<file path="src/rtl/bsf_pkg.sv">
/*
  constants for the brake sequence fault supervisor: register offsets,
  field positions, reset values, fault codes and timing figures.
  assumes a 10 MHz control clock and frequencies in 0.01 Hz units.
*/
`default_nettype none

package bsf_pkg;

  // clock and timing
  localparam int unsigned CLK_HZ          = 10_000_000;
  localparam int unsigned MS_PER_S        = 1000;
  localparam int unsigned CYC_PER_MS      = CLK_HZ / MS_PER_S;
  localparam int unsigned TIMEOUT_S       = 2;
  localparam logic [11:0] TIMEOUT_MS      = 12'(TIMEOUT_S * MS_PER_S);

  // frequency floor for shutoff, 0.01 Hz units (0.5 Hz)
  localparam logic [15:0] FREQ_FLOOR      = 16'h0032;

  // ramp selection values that enable the brake sequence
  localparam logic [3:0]  MODE_BRAKE_FB   = 4'h7;
  localparam logic [3:0]  MODE_BRAKE_NOFB = 4'h8;

  // register offsets (byte addresses)
  localparam logic [7:0]  OFS_MODE        = 8'h00;
  localparam logic [7:0]  OFS_START_FREQ  = 8'h04;
  localparam logic [7:0]  OFS_OPEN_FREQ   = 8'h08;
  localparam logic [7:0]  OFS_OPER_FREQ   = 8'h0c;
  localparam logic [7:0]  OFS_DWELL       = 8'h10;
  localparam logic [7:0]  OFS_STATUS      = 8'h14;
  localparam logic [7:0]  OFS_MASK        = 8'h18;
  localparam logic [7:0]  OFS_STATE       = 8'h1c;

  // reset values
  localparam logic [3:0]  RST_MODE        = 4'h0;
  localparam logic [15:0] RST_START_FREQ  = 16'h0032;
  localparam logic [15:0] RST_OPEN_FREQ   = 16'h012c;
  localparam logic [15:0] RST_OPER_FREQ   = 16'h0258;
  localparam logic [11:0] RST_DWELL       = 12'h12c;
  localparam logic [4:0]  RST_MASK        = 5'h00;

  // status / mask bit positions
  localparam int unsigned ST_REQ_TMO      = 0;
  localparam int unsigned ST_FB_TMO       = 1;
  localparam int unsigned ST_FB_LOST      = 2;
  localparam int unsigned ST_FB_STUCK     = 3;
  localparam int unsigned ST_SHUTOFF      = 4;
  localparam int unsigned ST_W            = 5;

  // state register field positions
  localparam int unsigned SR_CODE_LSB     = 0;
  localparam int unsigned SR_TRIP         = 4;
  localparam int unsigned SR_REQ          = 5;
  localparam int unsigned SR_FB           = 6;
  localparam int unsigned SR_SHUT         = 7;

  // fault codes
  localparam logic [2:0]  CODE_NONE       = 3'h0;
  localparam logic [2:0]  CODE_REQ_TMO    = 3'h4;
  localparam logic [2:0]  CODE_FB_TMO     = 3'h5;
  localparam logic [2:0]  CODE_FB_LOST    = 3'h6;
  localparam logic [2:0]  CODE_FB_STUCK   = 3'h7;

  typedef enum logic [2:0] {
    BSF_IDLE, BSF_WAIT_REQ, BSF_WAIT_FB, BSF_RUN, BSF_STOP_WAIT, BSF_TRIP
  } bsf_state_t;

endpackage : bsf_pkg

`default_nettype wire

</file>
<file path="src/rtl/bsf_supervisor.sv">
/*
  brake sequence fault supervisor: drives the brake release request,
  watches the release feedback, trips on handshake faults and shuts the
  output off at the low frequency floor while decelerating.
  assumes all inputs but rstn synchronous to clk and a plain register port whose
  read data is presented one cycle after the read strobe.
*/
// Local design decisions: the strobed register port and the register addresses.
`default_nettype none

module bsf_supervisor
  import bsf_pkg::*;
#(
  parameter int unsigned MS_CYCLES = CYC_PER_MS
) (
  // clock and reset
  input  wire  logic        clk,
  input  wire  logic        rstn,
  // register port
  input  wire  logic [7:0]  addr,
  input  wire  logic [31:0] wdata,
  input  wire  logic        wr,
  input  wire  logic        rd,
  output logic       [31:0] rdata,
  // drive status
  input  wire  logic        start_fwd,
  input  wire  logic        start_rev,
  input  wire  logic        decelerating,
  input  wire  logic        current_ok,
  input  wire  logic [15:0] speed_cmd,
  input  wire  logic [15:0] output_freq,
  // brake handshake
  input  wire  logic        brake_released_feedback,
  output logic              brake_release_request,
  // fault outputs
  output logic              trip,
  output logic              output_shutoff,
  output logic        [2:0] fault_code,
  output logic              irq
);

  logic [1:0]  rst_sync_ff;
  logic        rst_n;
  bsf_state_t  state_ff, nxt_state;
  logic [3:0]  automatic_ramp_selection_ff;
  logic [15:0] starting_frequency_setting_ff;
  logic [15:0] brake_opening_frequency_setting_ff;
  logic [15:0] brake_operation_frequency_ff;
  logic [11:0] current_detection_dwell_setting_ff;
  logic [ST_W-1:0] status_ff, mask_ff, events;
  logic [13:0] div_ff;
  logic        ms_tick;
  logic [11:0] timer_ff;
  logic [11:0] dwell_ff;
  logic        cond_ff;
  logic        req_ff, trip_ff, shut_ff, irq_ff;
  logic [2:0]  code_ff, nxt_code;
  logic [31:0] rdata_ff;
  logic        brake_mode, fb_mode, start_cmd, open_cond, timed_out;
  logic [12:0] ramp_plus_dwell;
  logic [15:0] floor_freq;
  logic        shut_now;

  // reset release through two flops; assertion stays asynchronous
  always_ff @(posedge clk or negedge rstn) begin
    if (!rstn) begin
      rst_sync_ff <= 2'h0;
    end else begin
      rst_sync_ff <= {rst_sync_ff[0], 1'b1};
    end
  end
  assign rst_n = rst_sync_ff[1];

  assign brake_mode = (automatic_ramp_selection_ff == MODE_BRAKE_FB) ||
                      (automatic_ramp_selection_ff == MODE_BRAKE_NOFB);
  assign fb_mode    = automatic_ramp_selection_ff == MODE_BRAKE_FB;
  assign start_cmd  = start_fwd | start_rev;
  assign open_cond  = (speed_cmd >= brake_opening_frequency_setting_ff) &&
                      current_ok;
  assign ms_tick    = div_ff == 14'(MS_CYCLES - 1);
  // strictly more than 2 s: the tick after the count reached the limit
  assign timed_out  = ms_tick && (timer_ff == TIMEOUT_MS);
  assign ramp_plus_dwell = {1'b0, timer_ff} +
                           {1'b0, current_detection_dwell_setting_ff};

  // millisecond divider, restarted with every phase change
  always_ff @(posedge clk or negedge rst_n) begin
    if (!rst_n) begin
      div_ff <= 14'h0;
    end else if (state_ff != nxt_state || ms_tick) begin
      div_ff <= 14'h0;
    end else begin
      div_ff <= div_ff + 14'h1;
    end
  end

  // phase timer restarts on the edge that opens each supervised phase
  always_ff @(posedge clk or negedge rst_n) begin
    if (!rst_n) begin
      timer_ff <= 12'h0;
    end else if (state_ff != nxt_state) begin
      timer_ff <= 12'h0;
    end else if (ms_tick && timer_ff != TIMEOUT_MS) begin
      timer_ff <= timer_ff + 12'h1;
    end
  end

  // dwell counter runs while speed and current both qualify
  always_ff @(posedge clk or negedge rst_n) begin
    if (!rst_n) begin
      dwell_ff <= 12'h0;
      cond_ff  <= 1'b0;
    end else begin
      cond_ff <= (state_ff == BSF_WAIT_REQ) && open_cond;
      if (state_ff != BSF_WAIT_REQ || !open_cond) begin
        dwell_ff <= 12'h0;
      end else if (ms_tick && dwell_ff != 12'hfff) begin
        dwell_ff <= dwell_ff + 12'h1;
      end
    end
  end

  // sequence and fault detection
  always_comb begin
    nxt_state = state_ff;
    nxt_code  = CODE_NONE;
    unique case (state_ff)
      BSF_IDLE: begin
        if (brake_mode && start_cmd && !decelerating) begin
          nxt_state = BSF_WAIT_REQ;
        end
      end
      BSF_WAIT_REQ: begin
        if (!brake_mode || !start_cmd) begin
          nxt_state = BSF_IDLE;
        end else if (open_cond && !cond_ff &&
                     ramp_plus_dwell > {1'b0, TIMEOUT_MS}) begin
          nxt_code = CODE_REQ_TMO;
        end else if (timed_out) begin
          nxt_code = CODE_REQ_TMO;
        end else if (open_cond &&
                     dwell_ff >= current_detection_dwell_setting_ff) begin
          nxt_state = fb_mode ? BSF_WAIT_FB : BSF_RUN;
        end
      end
      BSF_WAIT_FB: begin
        if (!fb_mode) begin
          nxt_state = BSF_IDLE;
        end else if (timed_out) begin
          nxt_code = CODE_FB_TMO;
        end else if (brake_released_feedback) begin
          nxt_state = BSF_RUN;
        end
      end
      BSF_RUN: begin
        if (fb_mode && !brake_released_feedback) begin
          nxt_code = CODE_FB_LOST;
        end else if (decelerating &&
                     output_freq <= brake_operation_frequency_ff) begin
          nxt_state = BSF_STOP_WAIT;
        end
      end
      BSF_STOP_WAIT: begin
        if (!fb_mode || !brake_released_feedback) begin
          nxt_state = BSF_IDLE;
        end else if (timed_out) begin
          nxt_code = CODE_FB_STUCK;
        end
      end
      BSF_TRIP: begin
        nxt_state = BSF_TRIP;
      end
    endcase
    if (nxt_code != CODE_NONE) begin
      nxt_state = BSF_TRIP;
    end
  end

  always_ff @(posedge clk or negedge rst_n) begin
    if (!rst_n) begin
      state_ff <= BSF_IDLE;
    end else begin
      state_ff <= nxt_state;
    end
  end

  // request, trip and held fault code; only reset clears a trip
  always_ff @(posedge clk or negedge rst_n) begin
    if (!rst_n) begin
      req_ff  <= 1'b0;
      trip_ff <= 1'b0;
      code_ff <= CODE_NONE;
    end else begin
      req_ff <= (nxt_state == BSF_WAIT_FB) || (nxt_state == BSF_RUN);
      if (nxt_code != CODE_NONE && !trip_ff) begin
        trip_ff <= 1'b1;
        code_ff <= nxt_code;
      end
    end
  end

  // low frequency shutoff while decelerating
  assign floor_freq = (starting_frequency_setting_ff < FREQ_FLOOR) ?
                      starting_frequency_setting_ff : FREQ_FLOOR;
  assign shut_now   = decelerating && output_freq <= floor_freq;
  always_ff @(posedge clk or negedge rst_n) begin
    if (!rst_n) begin
      shut_ff <= 1'b0;
    end else if (shut_now || nxt_code != CODE_NONE || trip_ff) begin
      shut_ff <= 1'b1;
    end else if (start_cmd && !decelerating) begin
      shut_ff <= 1'b0;
    end
  end

  // status events; a set in the same cycle as its clear wins
  generate
    for (genvar i = 0; i < ST_W - 1; i++) begin : g_ev
      assign events[i] = (nxt_code == 3'(CODE_REQ_TMO + 3'(i))) &&
                         !trip_ff;
    end
  endgenerate
  assign events[ST_SHUTOFF] = shut_now && !shut_ff;

  // configuration registers written from the port
  always_ff @(posedge clk or negedge rst_n) begin
    if (!rst_n) begin
      automatic_ramp_selection_ff        <= RST_MODE;
      starting_frequency_setting_ff      <= RST_START_FREQ;
      brake_opening_frequency_setting_ff <= RST_OPEN_FREQ;
      brake_operation_frequency_ff       <= RST_OPER_FREQ;
      current_detection_dwell_setting_ff <= RST_DWELL;
      mask_ff                            <= RST_MASK;
    end else if (wr) begin
      unique case (addr)
        OFS_MODE:       automatic_ramp_selection_ff <= wdata[3:0];
        OFS_START_FREQ: starting_frequency_setting_ff <= wdata[15:0];
        OFS_OPEN_FREQ:  brake_opening_frequency_setting_ff <= wdata[15:0];
        OFS_OPER_FREQ:  brake_operation_frequency_ff <= wdata[15:0];
        OFS_DWELL:      current_detection_dwell_setting_ff <= wdata[11:0];
        OFS_MASK:       mask_ff <= wdata[ST_W-1:0];
        default: ;
      endcase
    end
  end

  // sticky status, write one to clear
  always_ff @(posedge clk or negedge rst_n) begin
    if (!rst_n) begin
      status_ff <= '0;
    end else if (wr && addr == OFS_STATUS) begin
      status_ff <= (status_ff & ~wdata[ST_W-1:0]) | events;
    end else begin
      status_ff <= status_ff | events;
    end
  end

  // level interrupt from registered status and mask
  always_ff @(posedge clk or negedge rst_n) begin
    if (!rst_n) begin
      irq_ff <= 1'b0;
    end else begin
      irq_ff <= |(status_ff & mask_ff);
    end
  end

  // read data valid only in the cycle after the strobe
  always_ff @(posedge clk or negedge rst_n) begin
    if (!rst_n) begin
      rdata_ff <= 32'h0;
    end else begin
      rdata_ff <= 32'h0;
      if (rd) begin
        unique case (addr)
          OFS_MODE:       rdata_ff <= {28'h0, automatic_ramp_selection_ff};
          OFS_START_FREQ: rdata_ff <= {16'h0, starting_frequency_setting_ff};
          OFS_OPEN_FREQ:  rdata_ff <= {16'h0,
                                       brake_opening_frequency_setting_ff};
          OFS_OPER_FREQ:  rdata_ff <= {16'h0, brake_operation_frequency_ff};
          OFS_DWELL:      rdata_ff <= {20'h0,
                                       current_detection_dwell_setting_ff};
          OFS_STATUS:     rdata_ff <= {27'h0, status_ff};
          OFS_MASK:       rdata_ff <= {27'h0, mask_ff};
          OFS_STATE: begin
            rdata_ff <= {24'h0, shut_ff, brake_released_feedback, req_ff,
                         trip_ff, 1'b0, code_ff};
          end
          default:        rdata_ff <= 32'h0;
        endcase
      end
    end
  end

  assign brake_release_request = req_ff;
  assign trip                  = trip_ff;
  assign output_shutoff        = shut_ff;
  assign fault_code            = code_ff;
  assign irq                   = irq_ff;
  assign rdata                 = rdata_ff;

endmodule : bsf_supervisor

`default_nettype wire

</file>
<file path="config.mk">
export PLATFORM = sky130hd
export DESIGN_NAME = bsf_supervisor
export DESIGN_NICKNAME = d
export VERILOG_FILES = /design/src/rtl/bsf_pkg.sv /design/src/rtl/bsf_supervisor.sv
export SDC_FILE = /design/constraint.sdc
export NUM_CORES = 1
export LEC_CHECK = 0
export ABC_AREA = 1
export BUFFER_PORTS_ARGS = -buffer_cell sky130_fd_sc_hd__buf_2
export CAP_MARGIN = 20
export CORE_ASPECT_RATIO = 0.75
export CORE_MARGIN = 5
export CORE_UTILIZATION = 35
export CTS_CLUSTER_SIZE = 40
export DETAILED_ROUTE_END_ITERATION = 7
export PLACE_DENSITY = 0.55
export SLEW_MARGIN = 20
export SYNTH_ARGS = -nofsm -noshare
export SYNTH_HDL_FRONTEND = slang
export SYNTH_SLANG_ARGS = --single-unit
</file>
<file path="constraint.sdc">
create_clock -name clk -period 5.5 [get_ports clk]
set_input_delay 0 -clock clk [delete_from_list [all_inputs] [get_ports clk]]
set_output_delay 0 -clock clk [all_outputs]
set_load 0.03 [all_outputs]
</file>
==> summary.md <==
| Metric | Value |
|---|---|
| Post-synthesis sequential area ratio | `0.4009` |
| Cts bufs inserted | `17` |
| Worst setup path category | `reg -> reg` |
| Commonest non-fill, non-tap cell in the layout | `nand2_1` |
| Crit-path slowest cell | `nor4_1` |
| Netlist cell types | `46` |
| Area of the multi-input gates | `4516 um2` |
| Hold path start | `decelerating` |
| CP endpoint | `div_ff[11]` |
| Max Root-Sink Buffers | `2` |
| CTS Hold Bufs | `24` |
| Boundary Pins | `120` |
| Row count | `50` |
| Most frequent cells in the layout | `nand2_1, inv_1, dfrtp_1` |
| Final Max Slew Viols | `0` |
| CP cell instances | `inv_1 -> ha_1 -> nand2_1 -> nor4_1 -> nand2_1 -> nand3_1 -> nand2_1 -> nor3_1 -> nand2_1 -> nand2_1 -> nand2_1 -> nand3_1 -> nand3_1 -> nand2_1 -> nand4_4 -> nor2_2` |
| Power Total | `2696 uW` |
| Arr. time, crit path | `3.82 ns` |
| RR Endpoint | `div_ff[11]` |
| Post-Synthesis Cells | `around 1100` |
| Effective utilization at floorplan | `0.3545` |
| Largest area contributor in the netlist | `dfrtp_1` |
| Crit share post-route | `0.6321` |
| Crit-path max FO | `14` |
| Status | `completed` |
| Gpl congestion | `around 0.88` |
| Ant. Diodes | `0` |
| R2R depth | `16` |
| Total grt overflow | `0` |
| Post-CTS sizing | `0` |
| CP peak stage delay | `0.88 ns` |
| Async SR Flop Fraction | `1.000` |
| WP data required | `5.84 ns` |
| First-pass GRT wire length | `40.89 mm` |
| Worst Tran Pin Value | `around 1.0 ns` |
| Initial DRT Pass Iterations | `5` |
| Met1 wire length | `13.50 mm` |
| Antenna-violating nets left | `0` |
| Initial antenna violation count | `0` |
| Worst clock skew | `0.01046 ns` |
| Leak pwr | `roughly 0.005 uW` |
| Die ar. | `28590 um2` |
| DP Wirelength | `19.69 mm` |
| Largest net degree at the start of global routing | `just under 80` |
| Top sig layer | `met4` |
| Tot GR Track Use | `0.1790` |
| Maxcap violations | `0` |
| Worst Hold Class | `in -> reg` |
| Max VDD drop | `around 230 uV` |
| Synth top area share | `0.3563` |
| Drt via density | `about 4.8` |
| Ys Warns | `0` |
| Core footprint | `24960 um2` |
| Final min period | `3.476 ns` |
| P&R area growth vs syn | `18.04%` |
| Htree depth | `4` |
| Layout net count | `1431` |
| Max_slew headroom | `0.3040` |
| CTS Sinks | `141` |
| Synthesized flop and latch total | `141` |
| Final Hold Vio Count | `0` |
| Number of global-route vias before repair | `7469` |
| CTS tree | `yes` |
| Setup_tns | `0 ns` |
| Top cell by count, worst path | `nand2_1` |
| Worst setup startpoint | `brake_opening_frequency_setting_ff[15]` |
| Die Height | `147.7 um` |
| Top FF cell, synth | `dfrtp_1` |
| CTS clock-pin slew for the worst setup and hold paths | `around 0.070 ns` |
| Flop-to-flop setup slack | `slightly above 2 ns` |
| Port bufs | `87` |
| WL/cell | `15.63 um` |
| First-iteration detailed-routing DRC count | `between 600 and 700` |
| Clock Latency Late Sink | `~0.42 ns` |
| Power per cell area | `approximately 260 nW/um2` |
| Remaining DRCs | `0` |
| Unrepaired setup endpoints after global routing | `false` |
| Register area | `3551 um2` |
| Setup Buffers After CTS | `0` |
| Die X-Extent | `a little under 200 um` |
| Synth area leaders | `dfrtp_1, nand2_1, ha_1` |
| EDFF count, synth | `0` |
| Met3 WL | `1.390 mm` |
| F_max | `approximately 290 MHz` |
| CP endpoint kind | `flip-flop` |
| # fillers | `2541` |
| Layout cells sized above 1 | `0.1322` |
| Clk root buf | `clkbuf_16` |
| Final setup fails | `0` |
| Final wirelength | `~25 mm` |
| Synthesized area | `8848 um2` |
| Metal2 WL | `just over 10 mm` |
| DR vias | `between 7000 and 8000` |
| Syn avg cell area | `roughly 7.7 um2` |
| Startpoint types | `flip-flop` |
| Worst reg2reg startpoint | `brake_opening_frequency_setting_ff[15]` |
==> flip-flops by register name, indices dropped and copies added, names as in the netlist <==
signal                              flops
brake_opening_frequency_setting_ff     16
brake_operation_frequency_ff           16
rdata                                  16
starting_frequency_setting_ff          16
div_ff                                 14
current_detection_dwell_setting_ff     12
dwell_ff                               12
timer_ff                               12
mask_ff                                 5
status_ff                               5
automatic_ramp_selection_ff             4
fault_code                              3
state_ff                                3
rst_sync_ff                             2
brake_release_request                   1
cond_ff                                 1
irq                                     1
output_shutoff                          1
trip                                    1
==> power breakdown <==
| group | switching, uW | internal (uW) |
|---|---|---|
| registers | 40.7 | 1090 |
| clock network | 518 | 596 |
| logic | 299 | 151 |
| total | 858 | 1840 |
==> critical path: cells and delay by family, from the launching register on <==
kind / cells / cell delay (ns)
simple gates: 14 / 2.66
flops: 1 / 0.35
fa+ha+maj: 1 / 0.30
buf+inv: 1 / 0.09
==> per-layer routing <==
metal / GRT usage / vias to the layer above
met4: 0.03008 / 0
met5: 0 / -
li1: - / 3970
met2: 0.2586 / 213
met3: 0.03714 / 9
met1: 0.2787 / 3634
==> final cells by class <==
cell class              instances  share of cell area
well taps                     338             0.04049
clock inverters                14             0.01198
flip-flops and latches        141              0.3400
repair buffers                114             0.06876
multi-input cells             817              0.4323
inverters                     182             0.06540
clock buffers                  18             0.04109
==> synthesized netlist by cell type, types with 2 or more instances <==
master     number
nand2_1       268
inv_1         176
dfrtp_1       126
o21ai_0       100
nor2_1         92
ha_1           76
a21oi_1        58
nand3_1        46
nor3_1         25
buf_4          16
clkbuf_1       16
dfstp_2        15
xor2_1         15
o22ai_1        14
nand4_1        13
nor2_2         13
a221oi_1       10
nor4_1         10
nand2_2         6
a31oi_1         4
inv_2           4
nand3b_1        4
xnor2_1         4
a211oi_1        3
o21a_1          3
o221ai_1        3
a21boi_0        2
a21oi_2         2
clkinv_1        2
conb_1          2
nand3_2         2
o2111ai_1       2
o211ai_1        2
o21bai_1        2
or2_2           2
==> metrics by stage <==
stage	util	cell area [um2]	worst slack [ns]	cells	hold slack, ns
2_1_floorplan	-	8942	1.307	1174	-0.2956
3_3_place_gp	0.3855	9623	2.148	1567	-0.2135
3_5_place_dp	0.3855	9623	2.060	1567	-0.2132
4_1_cts	0.4173	10420	2.039	1623	0.05609
5_1_grt	0.4184	10450	1.710	1624	0.05690
6_report	0.4184	10450	2.024	1624	0.08278
==> logic make-up after synthesis <==
family | count (synthesis) | share of synthesized area
AO/OA/AOI/OAI | 208 | 0.1329
XOR/XNOR | 19 | 0.01881
adder cells (fa/ha/maj) | 77 | 0.1097
buffers and inverters | 216 | 0.09941
flip-flops | 141 | 0.4009
other | 2 | 0.0008487
AND/OR/NAND/NOR | 486 | 0.2374
==> worst min-delay path by stage <==
stage | to | slack [ns] | cells after the start
5_1_grt | status_ff[4] | 0.06 | 4
3_3_place_gp | rst_sync_ff[0] | -0.21 | 1
4_1_cts | status_ff[4] | 0.06 | 4
6_report | status_ff[4] | 0.08 | 4
2_1_floorplan | rst_sync_ff[0] | -0.30 | 0
3_5_place_dp | rst_sync_ff[0] | -0.21 | 1
Note: power is estimated with default switching activity, not from simulation.
